`config.mk`:
```
export PLATFORM = sky130hd
export DESIGN_NAME = psld_driver
export DESIGN_NICKNAME = d
export VERILOG_FILES = /design/src/psld_pkg.sv /design/src/psld_driver.sv /design/src/psld_blink_gen.sv /design/src/psld_activity_gen.sv
export VERILOG_INCLUDE_DIRS = /design/src /design/src/src
export SDC_FILE = /design/constraint.sdc
export NUM_CORES = 1
export LEC_CHECK = 0
export ABC_AREA = 1
export BUFFER_PORTS_ARGS = -buffer_cell sky130_fd_sc_hd__buf_2
export CAP_MARGIN = 20
export CORE_UTILIZATION = 40
export DETAILED_ROUTE_END_ITERATION = 6
export MAX_ROUTING_LAYER = met4
export SLEW_MARGIN = 10
export SYNTH_ARGS = -nofsm -noshare
export SYNTH_HDL_FRONTEND = slang
export SYNTH_SLANG_ARGS = --single-unit
```
`constraint.sdc`:
```
create_clock -name clk_i -period 5.7 [get_ports clk_i]
set_input_delay 0.57 -clock clk_i [delete_from_list [all_inputs] [get_ports clk_i]]
set_output_delay 0.57 -clock clk_i [all_outputs]
set_load 0.01 [all_outputs]
```
`src/psld_regs.svh`:
```
// Timing constants and seeds for the port status lamp driver
`ifndef PSLD_REGS_SVH
`define PSLD_REGS_SVH

// ----------------------------------------------------------------------
// Clock rate
// ----------------------------------------------------------------------
`define PSLD_CLK_MHZ 100
`define PSLD_CYC_PER_MS (`PSLD_CLK_MHZ * 1000)

// ----------------------------------------------------------------------
// Display timing in milliseconds
// ----------------------------------------------------------------------
`define PSLD_BLINK_HALF_MS 125
`define PSLD_ACT_STEP_MS 40
`define PSLD_IDLE_TIMEOUT_MS 1000

// ----------------------------------------------------------------------
// Widths and reset values
// ----------------------------------------------------------------------
`define PSLD_CNT_W 32
`define PSLD_LFSR_W 16
`define PSLD_LFSR_SEED 16'hACE1
`define PSLD_LFSR_TAPS 16'hB400

`endif

```
`src/psld_pkg.sv`:
```
// Types shared by the port status lamp driver modules
package psld_pkg;

  // Protocol of the port
  typedef enum logic [1:0] {
    PROTO_CAN     = 2'b00,
    PROTO_FLEXRAY = 2'b01,
    PROTO_LIN     = 2'b10
  } psld_proto_t;

  // Fault confinement state of a CAN controller
  typedef enum logic [1:0] {
    CTRL_ERR_ACTIVE  = 2'b00,
    CTRL_ERR_PASSIVE = 2'b01,
    CTRL_BUS_OFF     = 2'b10
  } psld_ctrl_t;

  // FlexRay controller state
  typedef enum logic [1:0] {
    FR_NOT_INTEGRATED = 2'b00,
    FR_NORMAL_ACTIVE  = 2'b01,
    FR_NORMAL_PASSIVE = 2'b10,
    FR_HALT           = 2'b11
  } psld_fr_t;

  // Lamp display pattern
  typedef enum logic [1:0] {
    PAT_OFF      = 2'b00,
    PAT_SOLID    = 2'b01,
    PAT_BLINK    = 2'b10,
    PAT_ACTIVITY = 2'b11
  } psld_pat_t;

  // Resolved port display state
  typedef enum logic [2:0] {
    DISP_DARK      = 3'b000,
    DISP_IDENT     = 3'b001,
    DISP_CAT_ERR   = 3'b010,
    DISP_NO_POWER  = 3'b011,
    DISP_FAULT     = 3'b100,
    DISP_ACT_GREEN = 3'b101,
    DISP_ACT_RED   = 3'b110,
    DISP_IDLE      = 3'b111
  } psld_disp_t;

endpackage : psld_pkg

```
`src/psld_driver.sv`:
```
// Port status lamp driver: resolves port state onto two bicolour lamps
//
// Operation
// - Two red/green lamps per port, each showing one of four patterns.
// - Blink toggles at a fixed rate from a free-running clock divider.
// - Activity pattern switches the lamp from a pseudo-random shift register.
// - No open session keeps both lamps dark unless identify or fatal error.
// - Session, power, no traffic: first lamp solid green, second off.
// - Session open without bus power: first lamp solid red, second off.
// - Traffic with error-active controller, or LIN traffic: green activity.
// - Traffic with error-passive controller: green first, red activity second.
// - Activity ends one second after last frame; each frame restarts it.
// - Bus-off on a running CAN port: solid green first, solid red second.
// - FlexRay normal-active: green activity continues with no timeout.
// - FlexRay normal-passive: red activity continues while integrated.
// - FlexRay halt after integration: solid green first, solid red second.
`timescale 1ns/100ps
`include "psld_regs.svh"

module psld_driver import psld_pkg::*; #(
  parameter int BLINK_HALF_CYC =
    `PSLD_BLINK_HALF_MS * `PSLD_CYC_PER_MS,
  parameter int ACT_STEP_CYC =
    `PSLD_ACT_STEP_MS * `PSLD_CYC_PER_MS,
  parameter int IDLE_TIMEOUT_CYC =
    `PSLD_IDLE_TIMEOUT_MS * `PSLD_CYC_PER_MS
) (
  input wire clk_i,                    // Board clock, 100 MHz
  input wire rst_i,                    // Asynchronous reset, active high
  input wire session_open_i,           // A session is open on the port
  input wire port_power_i,             // Port bus power present
  input wire identify_i,               // Port identification request
  input wire cat_error_i,              // Catastrophic error indication
  input psld_proto_t protocol_i,       // Protocol of this port
  input psld_ctrl_t ctrl_state_i,      // CAN controller fault state
  input psld_fr_t fr_state_i,          // FlexRay controller state
  input wire frame_event_i,            // Pulse per frame sent or received
  output logic session_status_lamp_red_o,   // First lamp, red
  output logic session_status_lamp_green_o, // First lamp, green
  output logic bus_activity_lamp_red_o,     // Second lamp, red
  output logic bus_activity_lamp_green_o    // Second lamp, green
);

  // ----------------------------------------------------------------------
  // Pattern sources
  // ----------------------------------------------------------------------
  logic blink;
  logic act;

  // Fixed-rate blink phase
  psld_blink_gen #(
    .HALF_CYC(BLINK_HALF_CYC)
  ) u_blink (
    .clk_i(clk_i),
    .rst_i(rst_i),
    .blink_o(blink)
  );

  // Pseudo-random activity phase
  psld_activity_gen #(
    .STEP_CYC(ACT_STEP_CYC)
  ) u_act (
    .clk_i(clk_i),
    .rst_i(rst_i),
    .act_o(act)
  );

  // ----------------------------------------------------------------------
  // Lamp pattern evaluation
  // ----------------------------------------------------------------------
  // Whether a lamp with the given pattern is lit this cycle
  function automatic logic lamp_lit(input psld_pat_t pat,
                                    input logic blink_ph,
                                    input logic act_ph);
    logic lit;
    lit = 1'b0;
    unique case (pat)
      PAT_OFF: lit = 1'b0;
      PAT_SOLID: lit = 1'b1;
      PAT_BLINK: lit = blink_ph;
      PAT_ACTIVITY: lit = act_ph;
    endcase
    return lit;
  endfunction : lamp_lit

  // ----------------------------------------------------------------------
  // Idle timeout
  // ----------------------------------------------------------------------
  logic [`PSLD_CNT_W-1:0] idle_cnt;
  logic [`PSLD_CNT_W-1:0] next_idle_cnt;
  logic communicating;

  // Reload on every frame, count down to zero, clear when session closes
  always_comb begin
    next_idle_cnt = idle_cnt;
    if (!session_open_i) begin
      next_idle_cnt = '0;
    end else if (frame_event_i) begin
      next_idle_cnt = `PSLD_CNT_W'(IDLE_TIMEOUT_CYC);
    end else if (idle_cnt != '0) begin
      next_idle_cnt = idle_cnt - `PSLD_CNT_W'(1);
    end
  end

  // Register the timeout counter
  always_ff @(posedge clk_i or posedge rst_i) begin
    if (rst_i) begin
      idle_cnt <= '0;
    end else begin
      idle_cnt <= next_idle_cnt;
    end
  end

  assign communicating = (idle_cnt != '0);

  // ----------------------------------------------------------------------
  // FlexRay integration memory
  // ----------------------------------------------------------------------
  logic fr_was_int;
  logic next_fr_was_int;

  // Remember integration so a later halt reads as a fault
  always_comb begin
    next_fr_was_int = fr_was_int;
    if (!session_open_i || protocol_i != PROTO_FLEXRAY) begin
      next_fr_was_int = 1'b0;
    end else if (fr_state_i == FR_NORMAL_ACTIVE ||
                 fr_state_i == FR_NORMAL_PASSIVE) begin
      next_fr_was_int = 1'b1;
    end
  end

  // Register the integration flag
  always_ff @(posedge clk_i or posedge rst_i) begin
    if (rst_i) begin
      fr_was_int <= 1'b0;
    end else begin
      fr_was_int <= next_fr_was_int;
    end
  end

  // ----------------------------------------------------------------------
  // Display state resolution
  // ----------------------------------------------------------------------
  psld_disp_t disp;
  psld_disp_t next_disp;

  // Fixed priority from highest to lowest
  always_comb begin
    next_disp = DISP_IDLE;
    if (cat_error_i) begin
      next_disp = DISP_CAT_ERR;
    end else if (identify_i) begin
      next_disp = DISP_IDENT;
    end else if (!session_open_i) begin
      next_disp = DISP_DARK;
    end else if (!port_power_i) begin
      next_disp = DISP_NO_POWER;
    end else begin
      case (protocol_i)
        PROTO_FLEXRAY: begin
          unique case (fr_state_i)
            FR_NORMAL_ACTIVE: next_disp = DISP_ACT_GREEN;
            FR_NORMAL_PASSIVE: next_disp = DISP_ACT_RED;
            FR_HALT: next_disp = fr_was_int ? DISP_FAULT : DISP_IDLE;
            FR_NOT_INTEGRATED: next_disp = DISP_IDLE;
          endcase
        end
        PROTO_LIN: begin
          if (communicating) begin
            next_disp = DISP_ACT_GREEN;
          end
        end
        default: begin
          if (ctrl_state_i == CTRL_BUS_OFF) begin
            next_disp = DISP_FAULT;
          end else if (communicating) begin
            next_disp = (ctrl_state_i == CTRL_ERR_PASSIVE) ?
                        DISP_ACT_RED : DISP_ACT_GREEN;
          end else begin
            next_disp = DISP_IDLE;
          end
        end
      endcase
    end
  end

  // Register the display state
  always_ff @(posedge clk_i or posedge rst_i) begin
    if (rst_i) begin
      disp <= DISP_DARK;
    end else begin
      disp <= next_disp;
    end
  end

  // ----------------------------------------------------------------------
  // Lamp outputs
  // ----------------------------------------------------------------------
  psld_pat_t ses_pat;
  psld_pat_t bus_pat;
  logic ses_red;
  logic bus_red;
  logic ses_on;
  logic bus_on;
  logic next_ses_red;
  logic next_ses_green;
  logic next_bus_red;
  logic next_bus_green;

  // Map display state to a pattern and colour for each lamp
  always_comb begin
    ses_pat = PAT_OFF;
    bus_pat = PAT_OFF;
    ses_red = 1'b0;
    bus_red = 1'b0;
    unique case (disp)
      DISP_DARK: begin
        ses_pat = PAT_OFF;
      end
      DISP_IDENT: begin
        ses_pat = PAT_BLINK;
        bus_pat = PAT_BLINK;
      end
      DISP_CAT_ERR: begin
        ses_pat = PAT_BLINK;
        bus_pat = PAT_BLINK;
        ses_red = 1'b1;
        bus_red = 1'b1;
      end
      DISP_NO_POWER: begin
        ses_pat = PAT_SOLID;
        ses_red = 1'b1;
      end
      DISP_FAULT: begin
        ses_pat = PAT_SOLID;
        bus_pat = PAT_SOLID;
        bus_red = 1'b1;
      end
      DISP_ACT_GREEN: begin
        ses_pat = PAT_SOLID;
        bus_pat = PAT_ACTIVITY;
      end
      DISP_ACT_RED: begin
        ses_pat = PAT_SOLID;
        bus_pat = PAT_ACTIVITY;
        bus_red = 1'b1;
      end
      DISP_IDLE: begin
        ses_pat = PAT_SOLID;
      end
    endcase
    ses_on = lamp_lit(ses_pat, blink, act);
    bus_on = lamp_lit(bus_pat, blink, act);
    next_ses_red = ses_on & ses_red;
    next_ses_green = ses_on & ~ses_red;
    next_bus_red = bus_on & bus_red;
    next_bus_green = bus_on & ~bus_red;
  end

  // Register the lamp drives
  always_ff @(posedge clk_i or posedge rst_i) begin
    if (rst_i) begin
      session_status_lamp_red_o <= 1'b0;
      session_status_lamp_green_o <= 1'b0;
      bus_activity_lamp_red_o <= 1'b0;
      bus_activity_lamp_green_o <= 1'b0;
    end else begin
      session_status_lamp_red_o <= next_ses_red;
      session_status_lamp_green_o <= next_ses_green;
      bus_activity_lamp_red_o <= next_bus_red;
      bus_activity_lamp_green_o <= next_bus_green;
    end
  end
endmodule : psld_driver

```
`src/psld_blink_gen.sv`:
```
// Free-running divider that makes the fixed-rate blink phase
`timescale 1ns/100ps
`include "psld_regs.svh"

module psld_blink_gen import psld_pkg::*; #(
  parameter int HALF_CYC = 1000
) (
  input wire clk_i,   // Board clock
  input wire rst_i,   // Asynchronous reset, active high
  output logic blink_o // Blink phase, toggles every HALF_CYC cycles
);

  logic [`PSLD_CNT_W-1:0] cnt;
  logic [`PSLD_CNT_W-1:0] next_cnt;
  logic next_blink;

  // Count cycles and toggle the phase at the end of each half period
  always_comb begin
    next_cnt = cnt + `PSLD_CNT_W'(1);
    next_blink = blink_o;
    if (cnt >= `PSLD_CNT_W'(HALF_CYC - 1)) begin
      next_cnt = '0;
      next_blink = ~blink_o;
    end
  end

  // Register divider state
  always_ff @(posedge clk_i or posedge rst_i) begin
    if (rst_i) begin
      cnt <= '0;
      blink_o <= 1'b0;
    end else begin
      cnt <= next_cnt;
      blink_o <= next_blink;
    end
  end
endmodule : psld_blink_gen

```
`src/psld_activity_gen.sv`:
```
// Pseudo-random on/off source for the activity pattern
`timescale 1ns/100ps
`include "psld_regs.svh"

module psld_activity_gen import psld_pkg::*; #(
  parameter int STEP_CYC = 1000
) (
  input wire clk_i,  // Board clock
  input wire rst_i,  // Asynchronous reset, active high
  output logic act_o // Pseudo-random lamp phase
);

  logic [`PSLD_CNT_W-1:0] cnt;
  logic [`PSLD_CNT_W-1:0] next_cnt;
  logic [`PSLD_LFSR_W-1:0] lfsr;
  logic [`PSLD_LFSR_W-1:0] next_lfsr;
  logic next_act;

  // Step a Galois shift register once per step period
  always_comb begin
    next_cnt = cnt + `PSLD_CNT_W'(1);
    next_lfsr = lfsr;
    next_act = act_o;
    if (cnt >= `PSLD_CNT_W'(STEP_CYC - 1)) begin
      next_cnt = '0;
      next_lfsr = {1'b0, lfsr[`PSLD_LFSR_W-1:1]} ^
                  (lfsr[0] ? `PSLD_LFSR_TAPS : '0);
      next_act = lfsr[0];
    end
  end

  // Register generator state
  always_ff @(posedge clk_i or posedge rst_i) begin
    if (rst_i) begin
      cnt <= '0;
      lfsr <= `PSLD_LFSR_SEED;
      act_o <= 1'b0;
    end else begin
      cnt <= next_cnt;
      lfsr <= next_lfsr;
      act_o <= next_act;
    end
  end
endmodule : psld_activity_gen

```
-- After elaboration in Yosys (flattened, before gate mapping)
Index checks and enable logic that the tools add are counted.
- bitwise operators: 8
- add/sub/neg operators: 3
- reduce and logical (&&, ||, !) cells: 14
- equality and inequality tests: 22
- $lt $le $gt $ge: 2
- muxes and demuxes: 25
- operator list (operator ; number):
    32-bit 2-to-1 mux ; 5
    32-bit by 1-bit adder with 32-bit output, second input constant ; 2
    32-bit by 22-bit greater-or-equal comparator with 1-bit output, second input constant ; 1
    32-bit by 24-bit greater-or-equal comparator with 1-bit output, second input constant ; 1
    32-bit nonzero test ; 1
    32-bit by 1-bit subtractor with 32-bit output, second input constant ; 1
    2-bit equality test, second input constant ; 8
    16-bit 2-to-1 mux ; 1
    15-bit by 16-bit XOR with 16-bit output ; 1
    3-bit equality test, second input constant ; 4
    3-bit 2-to-1 mux ; 4
    2-bit one-hot mux with 3 select lines ; 2
    3-bit one-hot mux with 4 select lines ; 1
    2-bit by 1-bit equality test with 1-bit output, second input constant ; 5
    2-bit 2-to-1 mux ; 5
    1-bit one-hot mux with 4 select lines ; 2
    3-bit by 2-bit equality test with 1-bit output, second input constant ; 2
    2-bit logical NOT ; 3
    3-bit one-hot mux with 2 select lines ; 1
    2-bit OR reduction ; 3
    5-bit OR reduction ; 1
    1-bit AND ; 4
    1-bit 2-to-1 mux ; 4
    3-bit by 1-bit equality test with 1-bit output, second input constant ; 1
    8 further kinds ; 11
- register bits: 122

-- Depth between registers and ports, before layout
Gate-level depths: netlist of the first run.
- word-level depth: 9
- depth in mapped cells: 13

-- Modules after synthesis
A second synthesis of the first run with hierarchy kept.
- cell total of the unflattened synthesis: 836
- area, all modules: 6620.1 µm²
- by module, submodules not included (module ; instances ; cells an instance ; area an instance (µm²) ; seq. area each (µm²)):
    psld_driver ; 1 ; 361 ; 2602.5 ; 1001.0
    psld_activity_gen ; 1 ; 259 ; 2348.5 ; 1236.2
    psld_blink_gen ; 1 ; 216 ; 1669.1 ; 825.8

-- Worst setup path before layout of the first run
Ideal clock, no wire load.
- path type: register to register
- from: reg idle_cnt[0]
- to: reg idle_cnt[26]
- arrival: 1537 ps
- cell stages (with the launch flop): 10
- path buffers: 0
- slack: 4045 ps
- clock period less this slack: 1655 ps
- cell sequence: dfrtp_1 -> inv_1 -> ha_1 -> nand2_1 -> nor2_2 -> nand2_1 -> nor3_2 -> a21oi_1 -> o21bai_1 -> inv_1
- cells in the longest elaborated chain, start to end: 4
- elaborated cells on any way between the ends: 6
- RTL lines (element ; line ; text):
    start: declaration ; psld_driver.sv:89 ; logic [`PSLD_CNT_W-1:0] idle_cnt;
    start signal: assignment ; psld_driver.sv:110 ; idle_cnt <= next_idle_cnt;
    32-bit by 1-bit subtractor with 32-bit output ; psld_driver.sv:101 ; next_idle_cnt = idle_cnt - `PSLD_CNT_W'(1);
    32-bit 2-to-1 mux ; psld_driver.sv:100 ; end else if (idle_cnt != '0) begin
    32-bit 2-to-1 mux ; psld_driver.sv:98 ; end else if (frame_event_i) begin
    32-bit 2-to-1 mux ; psld_driver.sv:96 ; if (!session_open_i) begin
Parallel ways exist; a longest one is shown, timed or not. The select of a mux whose other input is x is not followed.
A chain may end at the register's enable or synchronous reset.

-- Worst setup path after layout of the first run
- from: reg u_act.cnt[0]
- to: reg u_act.lfsr[15]
- cells in the longest elaborated chain, start to end: 1
- RTL lines (element ; line ; text):
    start: declaration ; psld_activity_gen.sv:13 ; logic [`PSLD_CNT_W-1:0] cnt;
    start signal: assignment ; psld_activity_gen.sv:39 ; cnt <= next_cnt;
    32-bit by 22-bit greater-or-equal comparator with 1-bit output ; psld_activity_gen.sv:24 ; if (cnt >= `PSLD_CNT_W'(STEP_CYC - 1)) begin
    end signal: assignment ; psld_activity_gen.sv:36 ; lfsr <= `PSLD_LFSR_SEED;
    end signal: assignment ; psld_activity_gen.sv:40 ; lfsr <= next_lfsr;
    end: declaration ; psld_activity_gen.sv:15 ; logic [`PSLD_LFSR_W-1:0] lfsr;
Every way passes these cells.

==> summary by stage, run 1 <==
Outcome
The run finished with clean final reports.

Power
Summed over all cells, the static leakage comes to 3.43 nW. IR analysis of the VDD net gives a maximum drop of roughly 0.26 mV. The ratio of total power to cell area is between 300 and 400 mW/mm^2.

Clocking
The deepest level of the CTS H-tree is 4. The number of clock buffers added by TritonCTS is 17. The hold-fix buffer count after cts is 0. The tree built by TritonCTS fans out to ~120 sinks. Clock-pin slew was measured on the worst setup and hold paths at ~60 ps. Post-CTS timing repair inserted 0 buffers for setup. The root buffer cell is sky130_fd_sc_hd__clkbuf_16. The clock reaches the later pin of the worst-skew pair after roughly 420 ps. The largest buffer count on any clock path is 2. The number of cells upsized or downsized after cts is 0. TritonCTS built the clock tree.

Drt
After detailed routing, the average wire length per cell comes to around 12 um. The per-cell via count in the routed design is between 4 and 5. After detailed routing, the number of remaining DRC violations is 0. The number of nets with antenna violations after detailed routing is 0. The final wirelength is 12500 um. Across all layers, the routed design uses 4800 vias. The iteration-0 DRC count of the detailed router is 313.

The detailed-router iteration count before antenna repair is 5.

Logic synthesis
Of the synthesized area, sequential elements account for 0.496. For this run, the number of Yosys warnings is 0. The number of synthesized flops with an enable pin is 0. A synthesized cell averages about 8.1 sq um.

Of all flip-flops after synthesis, the portion carrying an async set or reset was 1.00. The synthesized design contains roughly 120 register bits. In the synthesized netlist, the number of instances is roughly 760. The most used flip-flop cell after synthesis is sky130_fd_sc_hd__dfrtp_1. In this run the cell area of the synthesized design comes to 0.00617 sq mm. Synthesis instantiated 36 different standard cells from the library.

Global routing
The initial antenna violation count is 0. The via count of the first global-routing pass is about 4600. The overall track demand over capacity in global routing is 0.177.

After global routing the overflow that remains totals 0. The maximum number of pins on one net before global-route repair is 84. The first-pass GRT wire length is between 20000 and 25000 um.

Worst setup path
At the worst endpoint, the arrival time is approximately 2700 ps. The worst setup path is captured at a register. The maximum fanout along the worst path is 38.

Data on the critical path is required at its endpoint by about 6100 ps. The worst-path cell with the longest stage delay is sky130_fd_sc_hd__nand2_2. The cell with the most instances on the worst path is sky130_fd_sc_hd__nand2_1. STA classifies the critical path startpoint as a register. Counting both buffers and inverters, the worst setup path holds a total of 0. Walking the worst path, the cells encountered are ha_1, nand2_1, nor2_1, nand2_1, nand3_1, nand3_1, nand2_1, nand2_2, nand2_2, nand2_1, nand2_1. The path type of the worst setup path is reg2reg. The largest delay contributor family on the critical path is simple AND/OR/NAND/NOR gates. In this design, the stage delay of the slowest critical-path cell is ~610 ps.

Floorplan
The die boundary height is approximately 130 um. The top-level port count is 17. The floorplan has between 40 and 50 rows. The initial utilization of the core area, before any placement, comes to 0.407. The area of the placeable core is 0.0151 sq mm. From left edge to right edge, the die measures around 130 um. The die covers 0.0159 sq mm.

Worst hold path
The kind of path behind the tightest hold check is in2async.

STA
The final hold violation count is 0. The largest clock skew in the final design is ~11 ps. The number of max-slew violations in the final report was 0. The worst hold slack across all endpoints is 89.0 ps.

The maximum frequency from static timing analysis is roughly 0.43 GHz. In the final timing run, aggregate negative setup slack is 0 ps. In this run the tightest slew margin relative to its limit is 0.478. The slew at the pin closest to its max-slew limit is ~780 ps. Of the available clock period, the critical path in the final layout requires 0.403. Setup repair after global routing left no endpoint under its margin. The setup-violating endpoint count in the final report is 0. The minimum clock period after layout is approximately 2300 ps.

Place
Routability-driven placement finished with a final weighted congestion of about 0.91. Port buffering added 16 buffers. After detailed placement, the design holds a cell count of ~970. The HPWL after detailed placement is 8430 um.

Final layout
In the final design database the tool counted 824 nets. At the end of the flow the core is filled with cells to 0.471. The library cell used most frequently in the layout, excluding fill and tap cells, is sky130_fd_sc_hd__nand2_1.

Relative to the synthesized area, the layout overhead comes to 15.5%. The finished layout holds between 1000 and 1500 standard cells, fillers aside. The number of antenna diodes in the final layout is 0. In the final layout, the share of cells above drive strength 1 is 0.0971. The library cells used most frequently in the layout, excluding fill and tap cells, are 161 x sky130_fd_sc_hd__nand2_1, 141 x sky130_fd_sc_hd__nor2_1, 114 x sky130_fd_sc_hd__dfrtp_1.

Job
The tool flagged a number of max-cap violations equal to 0.
## path summary, 6_finish.rpt
path / start / to / slack (ps) / depth (start not counted)
min in group clk_i: identify_i / disp[2] / 380 / 2
worst max register to register: u_act.cnt[0] / u_act.lfsr[15] / 3400 / 11
worst min register to register: u_act.cnt[0] / u_act.cnt[0] / 460 / 1
worst min-delay path: rst_i / u_act.cnt[9] / 90 / 2
worst max-delay path: u_act.cnt[0] / u_act.lfsr[15] / 3400 / 11
max in group asynchronous: rst_i / disp[0] / 4420 / 4
## state kept, by name (all words and copies together), names as in the netlist, 3 cells and up
signal and count:
u_act.cnt 32, u_blink.cnt 32, disp 3, idle_cnt 32, u_act.lfsr 16
## cell usage after synthesis (3+ instances only)
cell type / number / area [sq um]
sky130_fd_sc_hd__a21oi_1: 21 / 105
sky130_fd_sc_hd__a31oi_1: 7 / 43.8
sky130_fd_sc_hd__buf_2: 5 / 25.0
sky130_fd_sc_hd__buf_6: 3 / 33.8
sky130_fd_sc_hd__clkbuf_1: 6 / 22.5
sky130_fd_sc_hd__dfrtp_1: 114 / 2850
sky130_fd_sc_hd__dfstp_2: 8 / 210
sky130_fd_sc_hd__ha_1: 10 / 125
sky130_fd_sc_hd__inv_1: 90 / 338
sky130_fd_sc_hd__nand2_1: 161 / 604
sky130_fd_sc_hd__nand3_1: 54 / 270
sky130_fd_sc_hd__nand4_1: 18 / 113
sky130_fd_sc_hd__nor2_1: 141 / 529
sky130_fd_sc_hd__nor2_2: 8 / 50.1
sky130_fd_sc_hd__nor3_1: 23 / 115
sky130_fd_sc_hd__nor4_1: 8 / 50.1
sky130_fd_sc_hd__o21ai_0: 15 / 75.1
sky130_fd_sc_hd__or2_2: 3 / 18.8
sky130_fd_sc_hd__xnor2_1: 8 / 70.1
sky130_fd_sc_hd__xor2_1: 37 / 324
## worst register-to-register path, cell delays in order, from the launching register on
cell and delay (ps):
sky130_fd_sc_hd__dfrtp_1 360, sky130_fd_sc_hd__ha_1 210, sky130_fd_sc_hd__nand2_1 60, sky130_fd_sc_hd__nor2_1 150, sky130_fd_sc_hd__nand2_1 130, sky130_fd_sc_hd__nand3_1 90
sky130_fd_sc_hd__nand3_1 60, sky130_fd_sc_hd__nand2_1 90, sky130_fd_sc_hd__nand2_2 200, sky130_fd_sc_hd__nand2_2 610, sky130_fd_sc_hd__nand2_1 160, sky130_fd_sc_hd__nand2_1 110
## stage by stage
step                cell area, sq um  total power, W  worst slack (ps)
detailed placement              6470         0.00110              3390
floorplan                       6230         0.00106              1900
CTS                             7100         0.00227              3370
global placement                6470         0.00110              3410
finish                          7130         0.00225              3400
global route                    7130         0.00235              3120
## power breakdown
group	switching [W]	internal (W)	total [W]
Clock	0.000409	0.000750	0.00116
Sequential	0.0000199	0.000892	0.000912
Combinational	0.000125	0.0000542	0.000180
## metal layers
layer	vias to the layer above	wire [um]	part of all wire	track usage
met5	-	0	0	-
met4	0	194	0.016	0.0744
met3	12	450	0.036	0.0506
met2	71	5640	0.45	0.268
met1	2228	6210	0.50	0.223
li1	2489	-	-	-
## area by class of cell
cell class,instances,area [sq um]
fillers,1468,8020
well taps,188,235
flip-flops and latches,122,3060
multi-input cells,551,2740
repair buffers,18,115
clock inverters,12,184
clock buffers,20,447
inverters,91,344
## cell families (layout without fill, tap and decap cells)
family / Yosys count / count (layout) / synth area share
adders and majority gates: 10 / 10 / 0.0203
and+or+nand+nor: 427 / 427 / 0.301
buffers and inverters: 106 / 141 / 0.0698
DFF: 122 / 122 / 0.496
other: 1 / 18 / 0.000608
AOI/OAI and AO/OA: 51 / 51 / 0.0481
xor gates and xnor gates: 45 / 45 / 0.0639
Note: power is estimated with default switching activity, not from simulation.
==> run 2, diff against run 1 <==
--- a/config.mk
+++ b/config.mk
@@ -6,7 +6,7 @@
 export SDC_FILE = /design/constraint.sdc
 export NUM_CORES = 1
 export LEC_CHECK = 0
-export ABC_AREA = 1
+export ABC_AREA = 0
 export BUFFER_PORTS_ARGS = -buffer_cell sky130_fd_sc_hd__buf_2
 export CAP_MARGIN = 20
 export CORE_UTILIZATION = 40
==> constraint.sdc (replaced) <==
create_clock -name clk_i -period 2.2 [get_ports clk_i]
set_input_delay 0.22 -clock clk_i [delete_from_list [all_inputs] [get_ports clk_i]]
set_output_delay 0.22 -clock clk_i [all_outputs]
set_load 0.01 [all_outputs]
==> run 2 against run 1 <==
  * Clock skew is 4.3 ps lower
  * Clock-buffer cell count is 2 lower
  * Critical path type unchanged
  * Largest power group unchanged
  * Power grew to 2.7 times the previous value
==> summary by stage, run 2 <==
Logic synthesis
The most common cell in the synthesized netlist is sky130_fd_sc_hd__dfrtp_1. The register area share after synthesis is 0.530. The warning count from the yosys run is 0.

The netlist area before placement is about 0.0058 sq mm. The number of synthesized flops with an enable pin is 0. The flip-flop cell with the highest count after synthesis is sky130_fd_sc_hd__dfrtp_1. The library cell occupying the most area in the post-synthesis netlist is sky130_fd_sc_hd__dfrtp_1. The synthesized area divided by synthesized cell count is approximately 11 sq um. The share of flip-flops with an asynchronous set or reset after synthesis is 1.00. The count of mapped cells out of synthesis is between 500 and 600.

The commonest cells after synthesis are 114 x sky130_fd_sc_hd__dfrtp_1, 72 x sky130_fd_sc_hd__nor2_1, 32 x sky130_fd_sc_hd__xor2_1. After synthesis the netlist holds a flip-flop and latch count of between 100 and 150. Of the post-synthesis cell area, the dominant cell type holds 0.494. After synthesis, the netlist uses 53 different library cells. By area the synthesized netlist is led by sky130_fd_sc_hd__dfrtp_1 49%, sky130_fd_sc_hd__xor2_1 4.8%, sky130_fd_sc_hd__nor2_1 4.7%.

STA
The maximum frequency from static timing analysis is 0.475 GHz. The number of max-slew violations in the final report is 0. The setup-violating endpoint count in the final report is 0. After layout, the worst setup slack is 94.3 ps. Dividing the final minimum period by the clock period gives 0.957. Setup repair after global routing left no endpoint under its margin. The routed design could run at a clock period as short as around 2100 ps. The final hold violation count is 0. The largest clock skew in the final design is about 6.6 ps. For the final routed database, the setup TNS stands at 0 ps. Measured against its own limit, the worst slew margin works out to 0.543.

For the pin with the worst max-slew slack, the measured transition is slightly below 700 ps.

Clocking
The clock passes through at most 2 buffers. Clock-pin slew was measured on the worst setup and hold paths at around 60 ps. The deepest level of the CTS H-tree is 4. The later pin in the worst-skew pair is clocked with a latency of 410 ps. The number of clock buffers inserted by TritonCTS is 17. Clock tree synthesis selected as its root buffer the cell sky130_fd_sc_hd__clkbuf_16. The clock sink count is around 120. The clock tree from TritonCTS is done.

Drt
The total vias in the final route is about 4300. The final wirelength is between 10000 and 15000 um. The iteration-0 DRC count of the detailed router is ~250. The average wire per cell in the routed design is 13.8 um. The detailed-router iteration count before antenna repair is 4. Dividing the detail-routed via count by the number of cells gives between 5 and 6. After detailed routing, the number of remaining DRC violations is 0. In this run the remaining antenna-violating nets after routing total 0.

Power
The internal power is around 0.0046 W. The share of total power dissipated in sequential elements is 0.396. The fraction of power spent switching nets is 0.234.

The maximum ir drop on the vdd rail is about 0.53 mV. Dividing total power by cell area gives a power density of around 840 mW/mm^2. The reported net switching power is approximately 0.0014 W. The logic gate share of total power is 0.094. For this design the static power due to leakage is slightly above 3 nW. The clock network fraction of design power is 0.510.

Final layout
The largest registers in the layout are idle_cnt (32), u_act.cnt (32), u_blink.cnt (32). Measured on the finished design, the core utilization comes to 0.509. Once layout is complete, the cells apart from fillers number between 800 and 900.

The synthesis-to-layout area growth is 23.3%. After filler insertion, the fill cell instance count of the layout stands at approximately 1300. Leaving out fill and tap cells, the most frequent cell in the layout is sky130_fd_sc_hd__dfrtp_1. The net count of the finished layout is roughly 650. The number of diodes is 0.

In the final layout, the share of cells above drive strength 1 is 0.211. In the layout the commonest cells are 114 x sky130_fd_sc_hd__dfrtp_1, 72 x sky130_fd_sc_hd__nor2_1, 38 x sky130_fd_sc_hd__buf_4.

Worst setup path
The worst path arrival time is about 2500 ps. The worst stage delay on the critical path is 500 ps. The maximum fanout along the worst path is 12. STA classifies the critical path startpoint as a register. The count of buffering cells on the critical path with inverters included is 1. The nature of the critical path endpoint is a register. The worst-path cell with the longest stage delay is sky130_fd_sc_hd__or4_4. The path type of the worst setup path is reg2reg. The required time of the critical path is about 2600 ps. The signal on the critical path passes through nor4_2, nand3_1, buf_6, or3_1, or4_4, a21oi_2. Among cell families on the critical path, the largest total delay comes from simple AND/OR/NAND/NOR gates.

Floorplan
The die boundary height is 122 um. In this run the horizontal extent of the chip is 122 um. The floorplan step defined a core boundary enclosing between 0.01 and 0.015 sq mm.

The top-level port count is 17. After floorplanning, the core was divided into 43 placement rows. The area of the die is between 0.01 and 0.015 sq mm. The initial core utilization is 0.413.

Place
The number of placed cells counting well taps is between 700 and 800. The final weighted congestion of routability-driven global placement is about 0.84. The count of input and output buffers is 16. The HPWL after detailed placement is a little under 8000 um.

The setup slack after placement is -58.9 ps.

Outcome
The flow ran to the end, and the final reports show no timing, DRC or antenna violations.

Global routing
The overall track demand over capacity in global routing is 0.182. The initial antenna violation count is 0. The first-pass GRT wire length is roughly 21000 um.

Entering global routing, the biggest net connects 96 pins. The via count of the first global-routing pass is between 4000 and 5000. The overflow left after global routing is 0.

Job
The number of max-cap violations is 0.

Worst hold path
The kind of path behind the tightest hold check is in2reg.
-- run 2: changes by cell type in the layout (fill, tap and decap cells not counted), moves of 17 or more --
cell	before	now
sky130_fd_sc_hd__nor2_1	141	72
sky130_fd_sc_hd__nand3_1	54	30
sky130_fd_sc_hd__mux2_2	0	18
sky130_fd_sc_hd__nand2_1	161	25
sky130_fd_sc_hd__inv_1	89	13
sky130_fd_sc_hd__xnor2_1	8	25
sky130_fd_sc_hd__buf_4	1	38
-- run 2: logic make-up (layout without fill, tap and decap cells) --
kind of cell    after synthesis  after routing  share of synthesized area
simple gates                232            232                      0.215
xor+xnor                     57             57                     0.0864
mux                          20             20                     0.0385
other cells                   1             18                   0.000649
fa+ha+maj                    10             10                     0.0216
flops                       122            122                      0.530
compound gates               71             71                     0.0849
buf+inv                      35            105                     0.0234
-- run 2: layout make-up --
class | instances | area, sq um | area share
Clock buffer | 18 | 439 | 0.0616
Clock inverter | 14 | 219 | 0.0307
Inverter | 14 | 56.3 | 0.00790
Multi-Input combinational cell | 408 | 2700 | 0.378
Sequential cell | 122 | 3060 | 0.430
Tap cell | 180 | 225 | 0.0316
Timing Repair Buffer | 59 | 427 | 0.0599
-- run 2: routing by layer --
metal,vias up,global-route usage,share of wire
li1,2072,-,-
met1,2099,0.236,0.48
met2,64,0.273,0.47
met3,18,0.0426,0.032
met4,0,0.0747,0.017
met5,-,-,0
-- run 2: repair_timing --
action	4_1_cts	5_1_grt
hold endpoints to repair	116	0
setup endpoints to repair	39	17
cloned	0	0
hold buffers	3	0
pin swaps	0	4
resized for setup	1	9
buffers inserted	0	3
-- run 2: metrics by stage --
stage / total power [W] / instance area [sq um] / hold WS (ps)
after floorplan: 0.00275 / 5850 / 290
after global placement: 0.00293 / 6360 / 364
after detailed placement: 0.00295 / 6360 / 372
after CTS: 0.00605 / 7060 / 87.3
after global routing: 0.00627 / 7130 / 94.8
final: 0.00601 / 7130 / 109
-- run 2: power groups by stage --
stage	Combinational [W]	Sequential (W)	Clock, W
finish	0.000566	0.00238	0.00307
global route	0.000637	0.00238	0.00325
CTS	0.000540	0.00237	0.00313
detailed placement	0.000535	0.00241	0
global placement	0.000522	0.00241	0
floorplan	0.000342	0.00241	0
-- run 2: path summary, 6_finish.rpt --
path,from,endpoint,slack (ps),cells past startpoint
max,idle_cnt[9],idle_cnt[30],90,6
min,port_power_i,disp[2],110,2
max reg2reg,idle_cnt[9],idle_cnt[30],90,6
min reg2reg,u_blink.cnt[0],u_blink.cnt[0],480,1
max in group asynchronous,rst_i,u_act.lfsr[13],1300,4
min in group asynchronous,rst_i,idle_cnt[20],470,4
==> run 3, diff against run 2 <==
--- a/config.mk
+++ b/config.mk
@@ -11,6 +11,7 @@
 export CAP_MARGIN = 20
 export CORE_UTILIZATION = 40
 export DETAILED_ROUTE_END_ITERATION = 6
+export GPL_TIMING_DRIVEN = 0
 export MAX_ROUTING_LAYER = met4
 export SLEW_MARGIN = 10
 export SYNTH_ARGS = -nofsm -noshare
==> run 3 against run 2 <==
  * Clock power is 15% lower
  * Via count increased by 1.4%
  * Critical path depth down 1
  * Worst hold slack got worse by 79 ps
  * Die area unchanged
  * Power is 6.5% lower
  * Clock-buffer cell count unchanged
  * Combinational power up 9.2%
  * Non-clock buffer count shrank 2
==> summary by stage, run 3 (synthesis gave the netlist of run 2 again) <==
Outcome
The run finished with clean final reports.

Place
The count of input and output buffers is 15. The final weighted congestion of routability-driven global placement is roughly 0.8. The setup slack after placement is -317 ps.

The number of placed cells counting well taps is between 700 and 800. Summed over all nets, the half-perimeter wirelength after detailed placement is a little under 8000 um.

STA
The maximum frequency from static timing analysis is 0.457 GHz. The worst pin sits at a relative slew slack of 0.465. The final hold violation count is 0.

Across the routed clock network, the largest skew measured is ~7.2 ps. Setup repair after global routing could not meet its margin everywhere. The number of max-slew violations in the final report came to 0. Of the available clock period, the critical path in the final layout requires 0.995. Setup violations remaining at the end of the flow were counted as 0. The clock period could shrink to roughly 2200 ps. At the pin with the least slew margin, the transition time is 796 ps. In the post-route analysis, the smallest setup slack over all paths is slightly above 10 ps.

Final layout
Leaving out filler cells and counting taps, the final layout contains between 800 and 900. In the layout the commonest cells are 109 x sky130_fd_sc_hd__dfrtp_1, 71 x sky130_fd_sc_hd__nor2_1, 32 x sky130_fd_sc_hd__xor2_1. Summing all multi-input logic gate instances after layout gives about 0.0028 sq mm.

The area taken by flip-flops and latches is 0.00307 sq mm. The library cell used most frequently in the layout, excluding fill and tap cells, is sky130_fd_sc_hd__dfrtp_1. Of the cells placed in the final design, the portion with a size suffix greater than 1 is 0.221. The final-layout fill cell count is about 1300. The number of diodes is 0. The area growth from synthesis to layout is 22.9%. The largest registers in the layout are idle_cnt (32), u_act.cnt (32), u_blink.cnt (32). In the final design database the tool counted about 640 nets.

Drt
The average wire per cell in the routed design is between 10 and 15 um. The number of remaining DRC errors is 0. The total vias in the final route is roughly 4300. The detail route stage leaves a number of antenna-violating nets equal to 0.

The iteration-0 DRC count of the detailed router is 192. The final wirelength is roughly 12000 um. The detailed-router iteration count before antenna repair is 4. The per-cell via count in the routed design is around 5.3.

Clocking
Clock-pin slew was measured on the worst setup and hold paths at approximately 60 ps. The tree is rooted in a sky130_fd_sc_hd__clkbuf_16. The largest buffer count on any clock path is 2. The source-to-sink clock delay at the later pin of the worst-skew pair is around 400 ps.

CTS built an H-tree with a depth of 4. Buffers inserted during clock tree synthesis total 17. TritonCTS built the clock tree. The clock sink count is between 100 and 150.

Power
The maximum ir drop on the vdd rail is between 0.5 and 0.6 mV. The ratio of total power to cell area is 791 mW/mm^2. The clock network fraction of design power is 0.464. The reported leakage power is about 3.0 nW. The internal portion of the total power is 0.00417 W. The fraction of power spent switching nets is 0.257. The sequential cell fraction of total power is 0.426. Summed over all nets, the switching power comes to 0.00144 W. The share of total power dissipated in combinational logic is 0.110.

Worst setup path
The worst path arrival time is 2520 ps. The origin of the critical flop-to-flop path is idle_cnt[6]. The critical path startpoint category is a register. In this run the critical register-to-register path is captured at idle_cnt[19]. Counting cells, the worst reg-to-reg path comes to 5.

STA classifies the critical path endpoint as a register. STA puts the critical path data required time at 2530 ps. In this run the worst path has a maximum fanout of 5. The worst register-to-register path has a setup slack of just over 10 ps. The setup path with the least slack is of type reg2reg.

Global routing
Entering global routing, the biggest net connects slightly above 40 pins. The initial antenna violation count is 0. The total overflow left after global routing is 0. For this run, the total global-route usage over all layers was measured as 0.180. The first-pass GRT wire length is between 20000 and 25000 um. The via count of the first global-routing pass is approximately 4300.

Floorplan
The area of the placeable core is about 0.014 sq mm. The initial utilization of the core area, before any placement, comes to 0.413. Measured along the y axis, the die boundary spans roughly 120 um. 17 I/O pins were placed.

The area of the die is around 0.015 sq mm. The placement row count is 43. The die is 122 um wide.

Worst hold path
In this run the most critical hold path is launched from identify_i. The min-delay analysis places its worst path in the category in2reg. For hold timing, the worst endpoint is disp[2]. The worst hold path was traced through 2 stages.

Job
Across the run, the number of max-cap violations was 0.
-- run 3: layout make-up --
cell class / instances / area share
plain buffers: 18 / 0.0139
clock buffers: 18 / 0.0619
clock inverters: 14 / 0.0174
inverters: 14 / 0.00793
multi-input cells: 408 / 0.393
flip-flops and latches: 122 / 0.432
well taps: 180 / 0.0317
repair buffers: 39 / 0.0416
-- run 3: metal layers --
metal	routed length (um)	vias to the layer above	global-route usage	part of all wire
met5	0	-	-	0
met4	200	0	0.0678	0.017
met3	453	19	0.0501	0.038
met2	5670	84	0.275	0.48
met1	5480	2128	0.226	0.46
li1	-	2082	-	-
-- run 3: repair_timing --
| action | CTS | global route |
|---|---|---|
| hold buffers | 2 | 0 |
| endpoints found under the hold margin | 23 | 0 |
| endpoints found under the setup margin | 57 | 79 |
| gates resized for setup | 22 | 24 |
| buffers inserted | 10 | 9 |
| pin swaps | 5 | 8 |
-- run 3: metrics by stage --
stage,hold slack (ps),setup TNS [ps],instance area (sq um),power [W],utilization
6_report,30.8,0,7100,0.00562,0.508
5_1_grt,6.98,-197,7100,0.00586,0.508
4_1_cts,9.10,-30.7,6940,0.00562,0.496
3_5_place_dp,298,-10690,6210,0.00290,0.444
3_3_place_gp,422,-37070,6150,0.00287,0.439
2_1_floorplan,290,0,5850,0.00275,-
-- run 3: power groups by stage --
| stage | clock network (W) | logic (W) | registers, W |
|---|---|---|---|
| global placement | 0 | 0.000449 | 0.00242 |
| floorplan | 0 | 0.000342 | 0.00241 |
| CTS | 0.00268 | 0.000553 | 0.00239 |
| detailed placement | 0 | 0.000475 | 0.00242 |
| finish | 0.00261 | 0.000618 | 0.00239 |
| global route | 0.00278 | 0.000682 | 0.00240 |
-- run 3: how the worst max path moves through the flow --
stage / startpoint / end / depth (start not counted)
floorplan: idle_cnt[6] / idle_cnt[19] / 5
global placement: rst_i / u_act.lfsr[8] / 2
detailed placement: u_blink.cnt[0] / u_blink.cnt[12] / 9
CTS: idle_cnt[0] / idle_cnt[15] / 7
global route: idle_cnt[6] / disp[1] / 7
finish: idle_cnt[6] / idle_cnt[19] / 5
-- run 3: worst max-delay path, stage by stage, from the launching register on --
cell	delay, ps
sky130_fd_sc_hd__dfrtp_2	440
sky130_fd_sc_hd__or4_4	540
sky130_fd_sc_hd__buf_6	150
sky130_fd_sc_hd__or4_1	500
sky130_fd_sc_hd__or3_1	340
sky130_fd_sc_hd__a21oi_2	150
